==> src/frs_pkg.sv <==
// Constants, timing counts and types for the flash reset and status controller
package frs_pkg;

  localparam int CLK_PERIOD_NS = 10;
  localparam int CNT_W = 12;
  localparam int ADDR_W = 22;
  localparam int DATA_W = 16;

  // Status bit positions on the data bus
  localparam int OP_TOGGLE_BIT = 6;
  localparam int SUSPEND_TOGGLE_BIT = 2;

  // Times as printed
  localparam int T_RP_NS = 500;
  localparam int T_READY_NS = 500;
  localparam int T_READY_EMB_US = 20;
  localparam int T_RH_NS = 50;
  localparam int T_RPD_US = 20;
  localparam int T_BUSY_NS = 90;
  localparam int T_OEPH_NS = 20;
  localparam int T_RSP_US = 4;
  localparam int T_RRB_US = 4;
  localparam int T_ACC_NS = 90;
  localparam int T_WP_NS = 35;
  localparam int T_WC_NS = 90;

  // Latency of the three-stage input synchroniser
  localparam int SYNC_LAT_CYC = 3;

  // Least times, rounded up to whole cycles
  localparam logic [CNT_W-1:0] RP_CYC = CNT_W'((T_RP_NS + CLK_PERIOD_NS - 1) / CLK_PERIOD_NS);
  localparam logic [CNT_W-1:0] READY_CYC =
    CNT_W'((T_READY_NS + CLK_PERIOD_NS - 1) / CLK_PERIOD_NS);
  localparam logic [CNT_W-1:0] READY_EMB_CYC =
    CNT_W'((T_READY_EMB_US * 1000 + CLK_PERIOD_NS - 1) / CLK_PERIOD_NS);
  localparam logic [CNT_W-1:0] RH_CYC = CNT_W'((T_RH_NS + CLK_PERIOD_NS - 1) / CLK_PERIOD_NS);
  localparam logic [CNT_W-1:0] RPD_CYC =
    CNT_W'((T_RPD_US * 1000 + CLK_PERIOD_NS - 1) / CLK_PERIOD_NS);
  localparam logic [CNT_W-1:0] BUSY_WAIT_CYC =
    CNT_W'((T_BUSY_NS + CLK_PERIOD_NS - 1) / CLK_PERIOD_NS + SYNC_LAT_CYC);
  localparam logic [CNT_W-1:0] OEPH_CYC =
    CNT_W'((T_OEPH_NS + CLK_PERIOD_NS - 1) / CLK_PERIOD_NS);
  localparam logic [CNT_W-1:0] RSP_CYC =
    CNT_W'((T_RSP_US * 1000 + CLK_PERIOD_NS - 1) / CLK_PERIOD_NS);
  localparam logic [CNT_W-1:0] RRB_CYC =
    CNT_W'((T_RRB_US * 1000 + CLK_PERIOD_NS - 1) / CLK_PERIOD_NS);
  localparam logic [CNT_W-1:0] RD_CYC =
    CNT_W'((T_ACC_NS + CLK_PERIOD_NS - 1) / CLK_PERIOD_NS + SYNC_LAT_CYC + 2);
  localparam logic [CNT_W-1:0] WP_CYC = CNT_W'((T_WP_NS + CLK_PERIOD_NS - 1) / CLK_PERIOD_NS);
  localparam logic [CNT_W-1:0] WPH_CYC =
    CNT_W'((T_WC_NS + CLK_PERIOD_NS - 1) / CLK_PERIOD_NS) - WP_CYC;

  localparam logic [CNT_W-1:0] CNT_MAX = 12'hFFF;
  localparam logic [CNT_W-1:0] CNT_ONE = 12'h001;
  localparam logic [CNT_W-1:0] CNT_ZERO = 12'h000;

  typedef enum logic [3:0] {
    OP_READ, OP_WRITE, OP_WRITE_LAST, OP_POLL, OP_RESET, OP_STANDBY,
    OP_UNPROT_ON, OP_UNPROT_OFF, OP_ACCEL_ON, OP_ACCEL_OFF
  } frs_op_type;

  typedef enum logic [3:0] {
    ST_IDLE, ST_DISPATCH, ST_RST_LOW, ST_RST_REC, ST_RD, ST_GAP,
    ST_WR_LOW, ST_WR_HIGH, ST_BUSY_WAIT, ST_UNP_SETUP, ST_UNP_HOLD, ST_DONE
  } frs_state_type;

endpackage

==> src/frs_ctrl.sv <==
// Host controller driving flash reset, status polling and unprotect pins
//
// Contract
// - Hold reset low at least 500 ns; device reads within 500 ns if idle.
// - Wait at least 50 ns after reset release before a read cycle.
// - Keep output enable high at least 20 ns between status reads.
// - Status reads may toggle output enable or chip enable; both bits advance.
// - Raise reset to unprotect voltage 4 us before the first write.
// - Keep unprotect voltage 4 us after ready/busy returns high.
`timescale 1ns/1ps
module frs_ctrl
  import frs_pkg::*;
(
  input wire logic clock,
  input wire logic resetn,
  input wire logic clk_en,
  input wire logic cmd_valid,
  input wire frs_op_type cmd_op,
  input wire logic [ADDR_W-1:0] cmd_addr,
  input wire logic [DATA_W-1:0] cmd_wdata,
  output logic cmd_ready,
  output logic rsp_valid,
  output logic [DATA_W-1:0] rsp_data,
  output logic rsp_suspend_toggled,
  output logic [ADDR_W-1:0] flash_addr,
  input wire logic [DATA_W-1:0] flash_dq_in,
  output logic [DATA_W-1:0] flash_dq_out,
  output logic flash_dq_oe,
  output logic flash_ce_n,
  output logic flash_oe_n,
  output logic flash_we_n,
  output logic flash_reset_n,
  output logic flash_reset_unprotect,
  output logic protect_accelerate_pin,
  input wire logic ready_busy_output
);
  frs_state_type state_reg;
  frs_state_type state_next;
  frs_op_type op_reg;
  logic [ADDR_W-1:0] addr_reg;
  logic [DATA_W-1:0] wdata_reg;
  logic [CNT_W-1:0] cnt_reg;
  logic [CNT_W-1:0] rst_cnt_reg;
  logic [CNT_W-1:0] rdy_hi_cnt_reg;
  logic wake_reg;
  logic emb_reg;
  logic have_prev_reg;
  logic [DATA_W-1:0] prev_reg;
  logic [DATA_W-1:0] dq_sync;
  logic rdy_sync;
  logic [CNT_W-1:0] ready_need;
  logic leave;
  logic poll_stable;

  frs_sync #(.WIDTH(DATA_W)) u_dq_sync (
    .clock(clock),
    .resetn(resetn),
    .clk_en(clk_en),
    .async_in(flash_dq_in),
    .sync_out(dq_sync)
  );

  frs_sync #(.WIDTH(1)) u_rdy_sync (
    .clock(clock),
    .resetn(resetn),
    .clk_en(clk_en),
    .async_in(ready_busy_output),
    .sync_out(rdy_sync)
  );

  // Toggling stopped: two reads with equal operation toggle bit, any address
  assign poll_stable = have_prev_reg &&
    (dq_sync[OP_TOGGLE_BIT] == prev_reg[OP_TOGGLE_BIT]);
  assign ready_need = emb_reg ? READY_EMB_CYC : READY_CYC;
  assign leave = (state_next != state_reg);

  always_comb begin
    state_next = state_reg;
    case (state_reg)
      ST_IDLE: begin
        if (cmd_valid) begin
          state_next = flash_reset_n ? ST_DISPATCH : ST_RST_REC;
        end
      end
      ST_DISPATCH: begin
        case (op_reg)
          OP_READ, OP_POLL: state_next = ST_RD;
          OP_WRITE, OP_WRITE_LAST: state_next = ST_WR_LOW;
          OP_RESET, OP_STANDBY: state_next = ST_RST_LOW;
          OP_UNPROT_ON: state_next = ST_UNP_SETUP;
          OP_UNPROT_OFF: state_next = ST_UNP_HOLD;
          default: state_next = ST_DONE;
        endcase
      end
      ST_RST_LOW: begin
        if (op_reg == OP_STANDBY) begin
          if (cnt_reg >= RPD_CYC - CNT_ONE) begin
            state_next = ST_DONE;
          end
        end else if (cnt_reg >= RP_CYC - CNT_ONE) begin
          state_next = ST_RST_REC;
        end
      end
      ST_RST_REC: begin
        if (cnt_reg >= RH_CYC - CNT_ONE && rst_cnt_reg >= ready_need) begin
          state_next = wake_reg ? ST_DISPATCH : ST_DONE;
        end
      end
      ST_RD: begin
        if (cnt_reg >= RD_CYC - CNT_ONE) begin
          if (op_reg == OP_POLL && !poll_stable) begin
            state_next = ST_GAP;
          end else begin
            state_next = ST_DONE;
          end
        end
      end
      ST_GAP: begin
        if (cnt_reg >= OEPH_CYC - CNT_ONE) begin
          state_next = ST_RD;
        end
      end
      ST_WR_LOW: begin
        if (cnt_reg >= WP_CYC - CNT_ONE) begin
          state_next = ST_WR_HIGH;
        end
      end
      ST_WR_HIGH: begin
        if (cnt_reg >= WPH_CYC - CNT_ONE) begin
          state_next = (op_reg == OP_WRITE_LAST) ? ST_BUSY_WAIT : ST_DONE;
        end
      end
      ST_BUSY_WAIT: begin
        // Busy is only trusted after its settling time has passed
        if (cnt_reg >= BUSY_WAIT_CYC - CNT_ONE && rdy_sync) begin
          state_next = ST_DONE;
        end
      end
      ST_UNP_SETUP: begin
        if (cnt_reg >= RSP_CYC - CNT_ONE) begin
          state_next = ST_DONE;
        end
      end
      ST_UNP_HOLD: begin
        if (rdy_hi_cnt_reg >= RRB_CYC) begin
          state_next = ST_DONE;
        end
      end
      ST_DONE: state_next = ST_IDLE;
      default: state_next = ST_IDLE;
    endcase
  end

  // Sequencer state, step counter and latched command
  always_ff @(posedge clock or negedge resetn) begin
    if (!resetn) begin
      state_reg <= ST_IDLE;
      cnt_reg <= CNT_ZERO;
      op_reg <= OP_READ;
      addr_reg <= '0;
      wdata_reg <= '0;
      wake_reg <= 1'b0;
      emb_reg <= 1'b0;
    end else if (clk_en) begin
      state_reg <= state_next;
      cnt_reg <= leave ? CNT_ZERO : (cnt_reg == CNT_MAX ? cnt_reg : cnt_reg + CNT_ONE);
      if (state_reg == ST_IDLE && cmd_valid) begin
        op_reg <= cmd_op;
        addr_reg <= cmd_addr;
        wdata_reg <= cmd_wdata;
        wake_reg <= !flash_reset_n;
      end else if (state_reg == ST_DISPATCH) begin
        wake_reg <= 1'b0;
      end
      if (state_next == ST_RST_LOW && state_reg != ST_RST_LOW) begin
        emb_reg <= !rdy_sync;
      end
    end
  end

  // Time since reset pin fell, and time ready/busy has been high
  always_ff @(posedge clock or negedge resetn) begin
    if (!resetn) begin
      rst_cnt_reg <= CNT_MAX;
      rdy_hi_cnt_reg <= CNT_ZERO;
    end else if (clk_en) begin
      if (state_next == ST_RST_LOW && state_reg != ST_RST_LOW) begin
        rst_cnt_reg <= CNT_ZERO;
      end else if (rst_cnt_reg != CNT_MAX) begin
        rst_cnt_reg <= rst_cnt_reg + CNT_ONE;
      end
      if (!rdy_sync) begin
        rdy_hi_cnt_reg <= CNT_ZERO;
      end else if (rdy_hi_cnt_reg != CNT_MAX) begin
        rdy_hi_cnt_reg <= rdy_hi_cnt_reg + CNT_ONE;
      end
    end
  end

  // Flash pins
  always_ff @(posedge clock or negedge resetn) begin
    if (!resetn) begin
      flash_addr <= '0;
      flash_dq_out <= '0;
      flash_dq_oe <= 1'b0;
      flash_ce_n <= 1'b1;
      flash_oe_n <= 1'b1;
      flash_we_n <= 1'b1;
      flash_reset_n <= 1'b1;
      flash_reset_unprotect <= 1'b0;
      protect_accelerate_pin <= 1'b0;
    end else if (clk_en) begin
      if (state_reg == ST_DISPATCH) begin
        flash_addr <= addr_reg;
        flash_dq_out <= wdata_reg;
      end
      // Status reads are separated by output enable and chip enable both going high
      flash_oe_n <= (state_next != ST_RD);
      flash_ce_n <= !(state_next == ST_RD || state_next == ST_WR_LOW);
      flash_we_n <= (state_next != ST_WR_LOW);
      flash_dq_oe <= (state_next == ST_WR_LOW || state_next == ST_WR_HIGH);
      if (state_next == ST_RST_LOW) begin
        flash_reset_n <= 1'b0;
      end else if (state_next == ST_RST_REC) begin
        flash_reset_n <= 1'b1;
      end
      if (state_next == ST_UNP_SETUP) begin
        flash_reset_unprotect <= 1'b1;
      end else if (state_reg == ST_UNP_HOLD && state_next == ST_DONE) begin
        flash_reset_unprotect <= 1'b0;
      end
      if (state_reg == ST_DISPATCH && op_reg == OP_ACCEL_ON) begin
        protect_accelerate_pin <= 1'b1;
      end else if (state_reg == ST_DISPATCH && op_reg == OP_ACCEL_OFF) begin
        protect_accelerate_pin <= 1'b0;
      end
    end
  end

  // Status history and user response
  always_ff @(posedge clock or negedge resetn) begin
    if (!resetn) begin
      have_prev_reg <= 1'b0;
      prev_reg <= '0;
      cmd_ready <= 1'b1;
      rsp_valid <= 1'b0;
      rsp_data <= '0;
      rsp_suspend_toggled <= 1'b0;
    end else if (clk_en) begin
      cmd_ready <= (state_next == ST_IDLE);
      rsp_valid <= (state_next == ST_DONE);
      if (state_reg == ST_DISPATCH) begin
        have_prev_reg <= 1'b0;
        rsp_suspend_toggled <= 1'b0;
      end else if (state_reg == ST_RD && leave) begin
        have_prev_reg <= 1'b1;
        prev_reg <= dq_sync;
        rsp_data <= dq_sync;
        rsp_suspend_toggled <= have_prev_reg &&
          (dq_sync[SUSPEND_TOGGLE_BIT] != prev_reg[SUSPEND_TOGGLE_BIT]);
      end
    end
  end

  // Helper counters watched by the checks below
  logic [CNT_W-1:0] hi_cnt_reg;
  logic [CNT_W-1:0] oe_hi_cnt_reg;
  logic [CNT_W-1:0] unp_cnt_reg;
  always_ff @(posedge clock or negedge resetn) begin
    if (!resetn) begin
      hi_cnt_reg <= CNT_MAX;
      oe_hi_cnt_reg <= CNT_MAX;
      unp_cnt_reg <= CNT_ZERO;
    end else if (clk_en) begin
      hi_cnt_reg <= !flash_reset_n ? CNT_ZERO :
        (hi_cnt_reg == CNT_MAX ? hi_cnt_reg : hi_cnt_reg + CNT_ONE);
      oe_hi_cnt_reg <= !flash_oe_n ? CNT_ZERO :
        (oe_hi_cnt_reg == CNT_MAX ? oe_hi_cnt_reg : oe_hi_cnt_reg + CNT_ONE);
      unp_cnt_reg <= !flash_reset_unprotect ? CNT_ZERO :
        (unp_cnt_reg == CNT_MAX ? unp_cnt_reg : unp_cnt_reg + CNT_ONE);
    end
  end
endmodule

==> src/frs_sync.sv <==
// Three-stage synchroniser that updates only when the last two stages agree
`timescale 1ns/1ps
module frs_sync #(
  parameter int WIDTH = 1
) (
  input wire logic clock,
  input wire logic resetn,
  input wire logic clk_en,
  input wire logic [WIDTH-1:0] async_in,
  output logic [WIDTH-1:0] sync_out
);
  logic [WIDTH-1:0] s1_reg;
  logic [WIDTH-1:0] s2_reg;
  logic [WIDTH-1:0] s3_reg;

  always_ff @(posedge clock or negedge resetn) begin
    if (!resetn) begin
      s1_reg <= '0;
      s2_reg <= '0;
      s3_reg <= '0;
      sync_out <= '0;
    end else if (clk_en) begin
      s1_reg <= async_in;
      s2_reg <= s1_reg;
      s3_reg <= s2_reg;
      if (s2_reg == s3_reg) begin
        sync_out <= s3_reg;
      end
    end
  end
endmodule

==> config.mk <==
export PLATFORM = sky130hd
export DESIGN_NAME = frs_ctrl
export DESIGN_NICKNAME = d
export VERILOG_FILES = /design/src/frs_pkg.sv /design/src/frs_ctrl.sv /design/src/frs_sync.sv
export SDC_FILE = /design/constraint.sdc
export NUM_CORES = 1
export LEC_CHECK = 0
export ABC_AREA = 1
export CORE_ASPECT_RATIO = 1.25
export CORE_MARGIN = 2
export CORE_UTILIZATION = 55
export CTS_BUF_LIST = sky130_fd_sc_hd__clkbuf_16
export CTS_CLUSTER_SIZE = 20
export DETAILED_ROUTE_END_ITERATION = 7
export DONT_BUFFER_PORTS = 1
export GPL_TIMING_DRIVEN = 1
export PLACE_DENSITY = 0.84
export SYNTH_ARGS = -nofsm -noshare
export SYNTH_HDL_FRONTEND = slang
export SYNTH_SLANG_ARGS = --single-unit
==> constraint.sdc <==
create_clock -name clock -period 2.1 [get_ports clock]
set_clock_uncertainty 0.2 [all_clocks]
set_input_delay 0.21 -clock clock [delete_from_list [all_inputs] [get_ports clock]]
set_output_delay 0.21 -clock clock [all_outputs]
set_load 0.03 [all_outputs]
==> results by group, run 1 <==
Outcome
  – Run status: finished with violations
  – Failing checks: negative hold slack, negative setup slack

Cells and area
  – Layout Nets: 1470
  – Final instance area: 13090 um^2
  – P&R area growth vs syn: 30.01%
  – Filler-free cell count of the finished design: 1632
  – Layout cell share with drive strength beyond 1: 20.10%
  – FILL cells: 1206
  – Layout Utilization: 72.57%

Global route
  – Vias in the first global route: 8896
  – Largest net degree at the start of global routing: 218
  – Grt total ovfl: 0
  – Global Route Usage Sum: 26.87%
  – Initial antenna violation count: 1
  – First-pass GRT wire length: 43.31 mm

Setup path
  – Worst EP arrival: 2.68 ns
  – Most frequent CP cell: nand2_1
  – Slowest stage cell, crit path: dfrtp_1
  – CP startpoint kind: register
  – R2r startpoint: emb_reg$_DFFE_PN0P_
  – Worst path required time: 2.33 ns
  – R2R depth: 15
  – CP bufs+invs: 2
  – Worst Path Max Fanout: 7
  – CP delay by family, top: simple AND/OR/NAND/NOR gates
  – Worst path cell trace: inv_4 > ha_4 > a21oi_2 > nand2_1 > nand2_1 > nand3_2 > nand2_1 > nand2_1 > nand3_2 > nand2_4 > nor3_4 > nand3_4 > buf_4 > nand3_2 > nand2_1
  – Largest stage delay, worst path: 0.42 ns
  – Worst r2r dst: rst_cnt_reg[0]$_DFFE_PN1P_
  – FF-to-FF setup slack: -0.34 ns
  – Worst setup path class: register to register
  – Worst setup EP type: register

Drt
  – Vias/cell: 5.362
  – DRC Markers: 0
  – Final wirelength: 25.73 mm
  – First-iteration detailed-routing DRC count: 676
  – WL/cell: 15.76 um
  – Antenna Nets Post-Route: 0
  – Vias: 8750
  – TritonRoute pass-1 iters: 5

Clock network
  – H-tree levels: 1
  – Clk slew on worst S/H paths: 0.06 ns
  – CTS Buf Count: 21
  – CTS tree: yes
  – Clock sink count: 217
  – Clock tree root buffer cell: clkbuf_16
  – Clock buffer depth: 3
  – Cts hold-fix bufs: 95
  – Clock Latency Late Sink: 0.50 ns

Placed design
  – Post-DP Area: 11110 um^2
  – Inst Count DP: 1488
  – Post-DP HPWL: 15.17 mm
  – RePlAce Congestion: 0.9098
  – Port Buf Inserts: 0
  – Dpl ws: -0.3185 ns

STA
  – Worst-Margin Slew: 0.5872 ns
  – Final setup margin: -0.3417 ns
  – Final Cycle Share: 116.3%
  – Min Clock Period, post-route: 2.442 ns
  – RSZ-0062 raised after global routing: true
  – # setup viols final: 34
  – Hold slack: -0.7872 ns
  – Final Hold Viols: 237
  – Fmax: 409.5 MHz
  – Slew Limit Fails: 0
  – Rel. slew slack: 60.72%

Die
  – Die width: 125.0 um
  – Core ar.: 18030 um^2
  – Die Height: 155.2 um
  – Die Footprint: 19400 um^2
  – Cell Rows: 55
  – Ports: 127
  – Initial core utilization: 55.82%

Pwr
  – Total power: 15.50 mW
  – Switching Fraction: 37.62%
  – Maximum VDD drop: 0.7365 mV
  – Reg power frac: 43.9%
  – Cell Pwr Density: 1185 nW/um^2
  – Comb power frac: 30.6%
  – Clock share of power: 25.5%
  – Psw: 5.832 mW
  – Int Pwr: 9.669 mW
  – LEAKAGE: 6.522 nW

Yosys
  – Sequential area share after synthesis: 54.16%
  – Most frequent cells after synthesis: nand2_1 (317), dfrtp_1 (200), inv_1 (143)
  – Synthesis warning total: 0
  – FFs w/ async S/R, synth: 100.0%
  – Most frequent cell after synthesis: nand2_1
  – Number of enable flip-flop cells after synthesis: 0
  – Syn Std Cell Area: 10060 um^2
  – Register bit total from synthesis: 217
  – Leading area contributor after synthesis: dfrtp_1
  – Synth area leaders: dfrtp_1 (50%), nand2_1 (12%), o21ai_0 (5.7%)
  – Netlist cell types: 39
  – Area share of the largest cell type after synthesis: 49.73%
  – Syn_nets: 1274
  – Mapped Avg Cell Area: 8.444 um^2
  – Post-Syn Instances: 1192
  – Commonest register cell after synthesis: dfrtp_1

Job
  – Max-cap viol count: 0

Hold path
  – Hold Crit Class: input pin to asynchronous set/reset pin
-- placed cells by master (no fill, tap or decap), drive strengths merged --
master       count
a211oi           2
a21oi           55
a221oi           1
a31oi            2
and2             1
buf            120
bufinv           4
clkbuf          21
clkinv           7
clkinvlp         4
dfrtp          200
dfstp           17
diode            1
dlygate4sd3     94
ha              19
inv            150
mux2             3
nand2          328
nand3           56
nand3b           4
nand4           20
nor2           117
nor3            22
nor3b            2
nor4             2
o21ai          119
o22ai            4
o31ai            2
xnor2            7
xor2            20
-- worst max-delay path by stage --
| stage | from | endpoint | slack (ns) | cells after the start |
|---|---|---|---|---|
| 2_1_floorplan | rst_cnt_reg[7]$_DFFE_PN1P_ | emb_reg$_DFFE_PN0P_ | -0.09 | 14 |
| 5_1_grt | emb_reg$_DFFE_PN0P_ | rst_cnt_reg[1]$_DFFE_PN1P_ | -0.49 | 15 |
| 4_1_cts | emb_reg$_DFFE_PN0P_ | rst_cnt_reg[0]$_DFFE_PN1P_ | -0.25 | 15 |
| 6_report | emb_reg$_DFFE_PN0P_ | rst_cnt_reg[0]$_DFFE_PN1P_ | -0.34 | 15 |
| 3_3_place_gp | cnt_reg[1]$_DFFE_PN0P_ | rst_cnt_reg[9]$_DFFE_PN1P_ | -0.23 | 14 |
| 3_5_place_dp | cnt_reg[1]$_DFFE_PN0P_ | rst_cnt_reg[11]$_DFFE_PN1P_ | -0.32 | 14 |
-- power groups by stage --
stage	sequential, mW	clock, mW	combinational [mW]
2_1_floorplan	6.67	0	2.51
3_3_place_gp	6.77	0	3.75
3_5_place_dp	6.82	0	3.94
4_1_cts	6.75	3.99	4.53
5_1_grt	6.90	4.20	5.25
6_report	6.81	3.95	4.74
-- worst register-to-register path, delay by kind of cell, from the launching register on --
kind / cells / cell delay (ns)
simple gates: 11 / 1.05
flops: 1 / 0.42
buf+inv: 2 / 0.34
fa+ha+maj: 1 / 0.23
compound gates: 1 / 0.13
-- stage by stage --
stage | hold WS (ns) | setup TNS [ns]
floorplan | -0.2856 | -0.9153
global placement | -0.2793 | -5.091
detailed placement | -0.2780 | -7.494
CTS | -0.8139 | -5.201
global route | -0.8145 | -13.00
finish | -0.7872 | -7.891
-- metal layers --
layer  wire length, um  GRT usage [%]  up-vias
met1             10360          34.13     4165
met2             12950          46.48      351
met4               716          9.153        0
met3              1708          5.158       65
li1                  -              -     4169
met5                 0              0        -
-- what timing repair did --
action | 4_1_cts | 5_1_grt
endpoints found under the hold margin | 367 | 237
setup buffers | 8 | 2
pin swaps | 8 | 3
setup endpoints to repair | 34 | 71
gates resized for setup | 43 | 20
-- area by class of cell --
class	instances	area, um^2	share of cell area, %
sequential	217	5454	41.68
multi-input combinational	786	4156	31.77
antenna	1	2.502	0.01912
clock inverter	17	192.7	1.473
tap	228	285.3	2.180
clock buffer	21	525.5	4.016
timing repair buffer	214	1898	14.51
inverter	148	570.5	4.360
-- kinds of logic after synthesis --
kind of cell | Yosys count | synth area share [%]
buffers and inverters | 189 | 7.223
adder cells (fa/ha/maj) | 19 | 2.362
XOR/XNOR | 27 | 2.350
AND/OR/NAND/NOR | 552 | 24.12
multiplexers | 3 | 0.3356
AO/OA/AOI/OAI | 185 | 9.448
flip-flops | 217 | 54.16
No activity file was read; power rests on OpenSTA's default activity.
==> inputs of run 2 (changes only) <==
--- a/config.mk
+++ b/config.mk
@@ -9,8 +9,8 @@
 export CORE_ASPECT_RATIO = 1.25
 export CORE_MARGIN = 2
 export CORE_UTILIZATION = 55
-export CTS_BUF_LIST = sky130_fd_sc_hd__clkbuf_16
-export CTS_CLUSTER_SIZE = 20
+export CTS_BUF_LIST = sky130_fd_sc_hd__clkbuf_8 sky130_fd_sc_hd__clkbuf_16
+export CTS_CLUSTER_SIZE = 10
 export DETAILED_ROUTE_END_ITERATION = 7
 export DONT_BUFFER_PORTS = 1
 export GPL_TIMING_DRIVEN = 1
==> run 2 against run 1 <==
The flow still finishes with violations (negative hold slack, negative setup slack). Sequential share of layout area shrank 0.46 points. Sequential power is essentially flat. Maximum frequency grew 0.29%. Design area grew 1.1%. Combinational power grew 3%. Via count grew 0.48%. Worst setup slack gained 0.0070 ns. Sequential cell count is the same. Non-clock buffer count grew 13.
==> results by group, run 2 (same netlist as run 1, synthesis figures left out) <==
Outcome
  – Run status: finished with violations (unchanged)
  – Failing checks: negative hold slack, negative setup slack (unchanged)

Global route
  – Grt total ovfl: 0 (unchanged)
  – Largest net degree at the start of global routing: 218 (unchanged)
  – Global route hottest layer: met2 (unchanged)
  – Met3 usage in global routing: 3.989% (was 5.158%)
  – Met1 Use GR: 34.58% (was 34.13%)
  – Met2 usage: 46.40% (was 46.48%)
  – Global Route Usage Sum: 26.59% (was 26.87%)
  – First-pass GRT wire length: 43.25 mm (was 43.31 mm)
  – Vias in the first global route: 8955 (was 8896)
  – Initial antenna violation count: 0 (was 1)

Setup path
  – Worst setup path class: register to register (unchanged)
  – Worst path required time: 2.30 ns (was 2.33 ns)
  – CP delay by family, top: simple AND/OR/NAND/NOR gates (unchanged)
  – Worst setup EP type: register (unchanged)
  – Worst Path Max Fanout: 7 (unchanged)
  – Slowest stage cell, crit path: dfrtp_1 (unchanged)
  – CP startpoint kind: register (unchanged)
  – Largest stage delay, worst path: 0.40 ns (was 0.42 ns)
  – Stages on worst setup path: 14 (was 15)
  – FF-to-FF setup slack: -0.33 ns (was -0.34 ns)
  – CP bufs+invs: 2 (unchanged)
  – Worst path cell trace: inv_4 > ha_4 > nand2_1 > nor2_2 > nand3_2 > nand3_2 > nand2_1 > nand2_1 > nand3_2 > nand2_4 > buf_4 > nand4_1 > nor3_2 > o21ai_1 (was inv_4 > ha_4 > a21oi_2 > nand2_1 > nand2_1 > nand3_2 > nand2_1 > nand2_1 > nand3_2 > nand2_4 > nor3_4 > nand3_4 > buf_4 > nand3_2 > nand2_1)
  – Worst EP arrival: 2.63 ns (was 2.68 ns)
  – R2R depth: 14 (was 15)

Die
  – Cell Rows: 55 (unchanged)
  – Die width: 125.0 um (unchanged)
  – Die Height: 155.2 um (unchanged)
  – Core ar.: 18030 um^2 (unchanged)
  – Ports: 127 (unchanged)
  – Die Footprint: 19400 um^2 (unchanged)
  – Initial core utilization: 55.82% (unchanged)

Job
  – Max-cap viol count: 0 (unchanged)

Pwr
  – LEAKAGE: 6.657 nW (was 6.522 nW)
  – Maximum VDD drop: 0.7144 mV (was 0.7365 mV)
  – Total power: 15.52 mW (was 15.50 mW)
  – Cell Pwr Density: 1173 nW/um^2 (was 1185 nW/um^2)

Clock network
  – CTS tree: yes (unchanged)
  – Cts hold-fix bufs: 100 (was 95)
  – Clock tree root buffer cell: clkbuf_16 (unchanged)
  – CTS Buf Count: 25 (was 21)
  – Clock Latency Late Sink: 0.52 ns (was 0.50 ns)
  – H-tree levels: 1 (unchanged)
  – Clock buffer depth: 3 (unchanged)
  – Clock sink count: 217 (unchanged)
  – Clk slew on worst S/H paths: 0.05 ns (was 0.06 ns)

Cells and area
  – Layout cell share with drive strength beyond 1: 20.08% (was 20.10%)
  – Layout Utilization: 73.39% (was 72.57%)
  – P&R area growth vs syn: 31.48% (was 30.01%)
  – Layout Nets: 1488 (was 1470)
  – Most common library cell in the layout ignoring fill and taps: nand2_1 (unchanged)
  – Final instance area: 13230 um^2 (was 13090 um^2)
  – Commonest cells after routing, fill and taps aside: nand2_1 (306), dfrtp_1 (197), inv_1 (152) (was nand2_1 (305), dfrtp_1 (198), inv_1 (136))
  – Ant diodes: 0 (was 1)

STA
  – Final Cycle Share: 115.9% (was 116.3%)
  – Rel. slew slack: 39.56% (was 60.72%)
  – Final Hold Viols: 237 (unchanged)
  – # setup viols final: 33 (was 34)
  – RSZ-0062 raised after global routing: true (unchanged)
  – Min Clock Period, post-route: 2.435 ns (was 2.442 ns)
  – TNS Setup: -7.025 ns (was -7.891 ns)
  – Fmax: 410.7 MHz (was 409.5 MHz)
  – Final setup margin: -0.3348 ns (was -0.3417 ns)
  – Worst-Margin Slew: 0.9037 ns (was 0.5872 ns)
  – Hold slack: -0.8125 ns (was -0.7872 ns)
  – Slew Limit Fails: 0 (unchanged)

Placed design
  – Port Buf Inserts: 0 (unchanged)
  – RePlAce Congestion: 0.9098 (unchanged)
  – Post-DP Area: 11110 um^2 (unchanged)
  – Post-DP HPWL: 15.17 mm (unchanged)
  – Dpl ws: -0.3185 ns (unchanged)

Drt
  – Antenna Nets Post-Route: 0 (unchanged)
  – Vias: 8792 (was 8750)
  – DRC Markers: 0 (unchanged)
  – Vias/cell: 5.322 (was 5.362)
  – First-iteration detailed-routing DRC count: 646 (was 676)
  – TritonRoute pass-1 iters: 6 (was 5)
  – WL/cell: 15.57 um (was 15.76 um)
  – Final wirelength: 25.73 mm (unchanged)

Hold path
  – Hold Crit Class: input pin to asynchronous set/reset pin (unchanged)
==> run 2: cell types whose count changed in the layout (fill, tap and decap cells not counted), moves of 2 or more <==
cell           delta
nor2_2            +2
dlygate4sd3_1     +5
buf_4             +5
bufinv_16         -4
clkinv_2          -3
inv_1            +16
clkinv_1          -3
clkinvlp_4        -4
buf_6             +3
clkbuf_16         +4
nor2_1            -2
==> run 2: where the power goes <==
| part | switching [mW] | internal (mW) |
|---|---|---|
| registers | 1.56 | 5.26 |
| logic | 2.70 | 2.20 |
| clock network | 1.62 | 2.18 |
==> run 2: path summary, 6_finish.rpt <==
path	startpoint	to
max reg2reg	emb_reg$_DFFE_PN0P_	flash_reset_unprotect$_DFFE_PN0P_
max in group asynchronous	resetn	rst_cnt_reg[6]$_DFFE_PN1P_
min	resetn	flash_dq_out[11]$_DFFE_PN0P_
min in group clock	clk_en	flash_oe_n$_DFFE_PN1P_
max	emb_reg$_DFFE_PN0P_	flash_reset_unprotect$_DFFE_PN0P_
min reg2reg	u_dq_sync.s1_reg[15]$_DFFE_PN0P_	u_dq_sync.s1_reg[15]$_DFFE_PN0P_
==> run 2: through the flow <==
step                      cells  hold WS, ns
after floorplan            1192      -0.2856
after global placement     1488      -0.2793
after detailed placement   1488      -0.2780
after CTS                  1643      -0.8308
after global routing       1652      -0.8298
final                      1652      -0.8125
==> run 2: layer usage <==
metal	wire (um)	up-vias
met5	0	-
met4	701	0
met3	1399	65
met2	12900	290
met1	10730	4225
li1	-	4212
==> run 2: layout make-up <==
cell class,instances,area (um^2)
Multi-Input combinational cell,786,4169
Tap cell,228,285.3
Clock inverter,19,87.58
Fill cell,1199,4797
Clock buffer,26,639.4
Sequential cell,217,5455
Timing Repair Buffer,227,2019
Inverter,148,570.5
Timing Repair inverter,1,6.256
==> run 2: timing repair <==
| action | in CTS | in global routing |
|---|---|---|
| setup buffers | 9 | 9 |
| gates cloned | 1 | 0 |
| setup endpoints to repair | 34 | 65 |
| resized for setup | 44 | 26 |
| pin swaps | 11 | 6 |
| endpoints found under the hold margin | 368 | 237 |
==> inputs of run 3 (changes only) <==
--- a/config.mk
+++ b/config.mk
@@ -14,7 +14,7 @@
 export DETAILED_ROUTE_END_ITERATION = 7
 export DONT_BUFFER_PORTS = 1
 export GPL_TIMING_DRIVEN = 1
-export PLACE_DENSITY = 0.84
+export PLACE_DENSITY = 0.81
 export SYNTH_ARGS = -nofsm -noshare
 export SYNTH_HDL_FRONTEND = slang
 export SYNTH_SLANG_ARGS = --single-unit
==> constraint.sdc (replaced) <==
create_clock -name clock -period 2.7 [get_ports clock]
set_clock_uncertainty 0.2 [all_clocks]
set_input_delay 0.27 -clock clock [delete_from_list [all_inputs] [get_ports clock]]
set_output_delay 0.27 -clock clock [all_outputs]
set_load 0.03 [all_outputs]
==> run 3 against run 2 <==
The flow finishes with violations (negative hold slack). Global-route usage fell by 3.3 points. Combinational power is 46% lower. First-iteration DRC count is 2.5% lower. Sequential share of layout area grew 5.3 points. Utilization fell by 8.5 points.
==> results by group, run 3 (same netlist as run 1, synthesis figures left out) <==
Clock network
  – Clock tree root buffer cell: clkbuf_16 (unchanged)
  – Clock Latency Late Sink: 0.53 ns (was 0.52 ns)
  – Cts hold-fix bufs: 62 (was 100)
  – Clock buffer depth: 3 (unchanged)
  – CTS Buf Count: 25 (unchanged)
  – H-tree levels: 1 (unchanged)
  – CTS tree: yes (unchanged)
  – Clk slew on worst S/H paths: 0.06 ns (was 0.05 ns)
  – Clock sink count: 217 (unchanged)

Die
  – Cell Rows: 55 (unchanged)
  – Die Footprint: 19400 um^2 (unchanged)
  – Die Height: 155.2 um (unchanged)
  – Ports: 127 (unchanged)
  – Core ar.: 18030 um^2 (unchanged)
  – Die width: 125.0 um (unchanged)
  – Initial core utilization: 55.82% (unchanged)

Cells and area
  – Layout Nets: 1337 (was 1488)
  – Most common library cell in the layout ignoring fill and taps: nand2_1 (unchanged)
  – P&R area growth vs syn: 16.31% (was 31.48%)
  – Layout cell share with drive strength beyond 1: 9.262% (was 20.08%)
  – Commonest cells after routing, fill and taps aside: nand2_1 (317), dfrtp_1 (200), inv_1 (161) (was nand2_1 (306), dfrtp_1 (197), inv_1 (152))
  – Ant diodes: 0 (unchanged)

Setup path
  – Worst Path Max Fanout: 6 (was 7)
  – R2R depth: 16 (was 14)
  – FF-to-FF setup slack: 0.18 ns (was -0.33 ns)
  – CP startpoint kind: register (unchanged)
  – R2r startpoint: op_reg[1]$_DFFE_PN0P_ (was emb_reg$_DFFE_PN0P_)
  – Worst setup path class: register to register (unchanged)
  – Worst r2r dst: rst_cnt_reg[6]$_DFFE_PN1P_ (was flash_reset_unprotect$_DFFE_PN0P_)
  – Worst EP arrival: 2.75 ns (was 2.63 ns)
  – Worst path required time: 2.93 ns (was 2.30 ns)
  – Worst setup EP type: register (unchanged)

Drt
  – Final wirelength: 22.39 mm (was 25.73 mm)
  – First-iteration detailed-routing DRC count: 630 (was 646)
  – WL/cell: 14.91 um (was 15.57 um)
  – DR top layer: met4 (unchanged)
  – DR WL met3: 1.385 mm (was 1.399 mm)
  – Routed met1 length: 9.636 mm (was 10.73 mm)
  – TritonRoute pass-1 iters: 5 (was 6)
  – DRC Markers: 0 (unchanged)
  – Antenna Nets Post-Route: 0 (unchanged)
  – Vias/cell: 5.344 (was 5.322)
  – Met2 routed WL: 10.78 mm (was 12.90 mm)
  – Vias: 8027 (was 8792)

STA
  – TNS Setup: 0 ns (was -7.025 ns)
  – Slew Limit Fails: 0 (unchanged)
  – Min Clock Period, post-route: 2.522 ns (was 2.435 ns)
  – Hold slack: -0.7586 ns (was -0.8125 ns)
  – Final Hold Viols: 217 (was 237)
  – Final Cycle Share: 93.42% (was 115.9%)
  – # setup viols final: 0 (was 33)
  – Rel. slew slack: 29.13% (was 39.56%)
  – Fmax: 396.5 MHz (was 410.7 MHz)
  – Final setup margin: 0.1777 ns (was -0.3348 ns)
  – Worst-Margin Slew: 1.062 ns (was 0.9037 ns)

Global route
  – Global Route Usage Sum: 23.33% (was 26.59%)
  – Grt total ovfl: 0 (unchanged)
  – First-pass GRT wire length: 37.78 mm (was 43.25 mm)
  – Vias in the first global route: 7859 (was 8955)
  – Largest net degree at the start of global routing: 218 (unchanged)
  – Initial antenna violation count: 0 (unchanged)

Outcome
  – Failing checks: negative hold slack (was negative hold slack, negative setup slack)
  – Run status: finished with violations (unchanged)

Pwr
  – Maximum VDD drop: 0.5225 mV (was 0.7144 mV)
  – Clock share of power: 26.9% (was 24.5%)
  – Int Pwr: 6.702 mW (was 9.642 mW)
  – Reg power frac: 48.7% (was 43.9%)
  – Cell Pwr Density: 928.3 nW/um^2 (was 1173 nW/um^2)
  – LEAKAGE: 5.916 nW (was 6.657 nW)
  – Psw: 4.165 mW (was 5.882 mW)
  – Switching Fraction: 38.32% (was 37.89%)
  – Comb power frac: 24.4% (was 31.6%)

Placed design
  – Dpl ws: 0.02825 ns (was -0.3185 ns)
  – Port Buf Inserts: 0 (unchanged)
  – RePlAce Congestion: 0.9166 (was 0.9098)
  – Post-DP HPWL: 14.04 mm (was 15.17 mm)

Hold path
  – Hold Crit Class: input pin to asynchronous set/reset pin (unchanged)

Job
  – Max-cap viol count: 0 (unchanged)
-- run 3: stage by stage --
| step | cells | util (%) | hold WS [ns] | cell area (um^2) | power, mW |
|---|---|---|---|---|---|
| after floorplan | 1192 | - | -0.2256 | 10060 | 7.068 |
| after global placement | 1390 | 57.00 | -0.2195 | 10280 | 7.543 |
| after detailed placement | 1390 | 57.00 | -0.2193 | 10280 | 7.676 |
| after CTS | 1498 | 64.53 | -0.7767 | 11630 | 10.75 |
| after global routing | 1502 | 64.93 | -0.7809 | 11710 | 11.55 |
| final | 1502 | 64.93 | -0.7586 | 11710 | 10.87 |
-- run 3: final cells by class --
| type | count | area, um^2 |
|---|---|---|
| clock buffers | 25 | 625.6 |
| flip-flops and latches | 217 | 5451 |
| multi-input cells | 787 | 3935 |
| inverters | 148 | 558.0 |
| well taps | 228 | 285.3 |
| repair buffers | 76 | 755.7 |
| clock inverters | 21 | 95.09 |
| fillers | 1419 | 6324 |
-- run 3: worst max-delay path, stage by stage, from the launching register on --
cell     delay [ns]
dfrtp_1        0.43
inv_1          0.10
ha_1           0.28
nand2_1        0.07
nand3_1        0.09
nand2_1        0.07
inv_1          0.04
nor2_1         0.10
nand3_1        0.11
nor2_4         0.15
nand3_4        0.11
inv_2          0.11
nor2_4         0.05
buf_4          0.14
nand3_4        0.11
inv_1          0.10
nor3_1         0.17
-- run 3: per-layer routing --
| layer | GRT usage, % | vias up |
|---|---|---|
| li1 | - | 3917 |
| met1 | 31.06 | 3821 |
| met2 | 39.05 | 245 |
| met3 | 4.333 | 44 |
| met4 | 7.460 | 0 |
| met5 | 0 | - |
-- run 3: power by group through the flow --
stage	sequential [mW]	combinational (mW)	clock (mW)
after detailed placement	5.32	2.36	0
after CTS	5.27	2.48	3.00
final	5.29	2.65	2.92
after global placement	5.28	2.26	0
after global routing	5.38	3.02	3.14
after floorplan	5.18	1.89	0
-- run 3: how the worst max path moves through the flow --
| stage | start | endpoint | slack (ns) | depth (start not counted) |
|---|---|---|---|---|
| 2_1_floorplan | rst_cnt_reg[9]$_DFFE_PN1P_ | emb_reg$_DFFE_PN0P_ | 0.46 | 14 |
| 4_1_cts | emb_reg$_DFFE_PN0P_ | rst_cnt_reg[6]$_DFFE_PN1P_ | 0.01 | 14 |
| 3_3_place_gp | emb_reg$_DFFE_PN0P_ | rst_cnt_reg[6]$_DFFE_PN1P_ | 0.10 | 14 |
| 3_5_place_dp | emb_reg$_DFFE_PN0P_ | rst_cnt_reg[6]$_DFFE_PN1P_ | 0.03 | 14 |
| 5_1_grt | rst_cnt_reg[1]$_DFFE_PN1P_ | rst_cnt_reg[8]$_DFFE_PN1P_ | -0.02 | 14 |
| 6_report | op_reg[1]$_DFFE_PN0P_ | rst_cnt_reg[6]$_DFFE_PN1P_ | 0.18 | 16 |
-- run 3: what timing repair did --
action	in CTS	in global routing
setup buffers	0	3
setup endpoints to repair	0	25
resized for setup	0	9
endpoints found under the hold margin	346	217
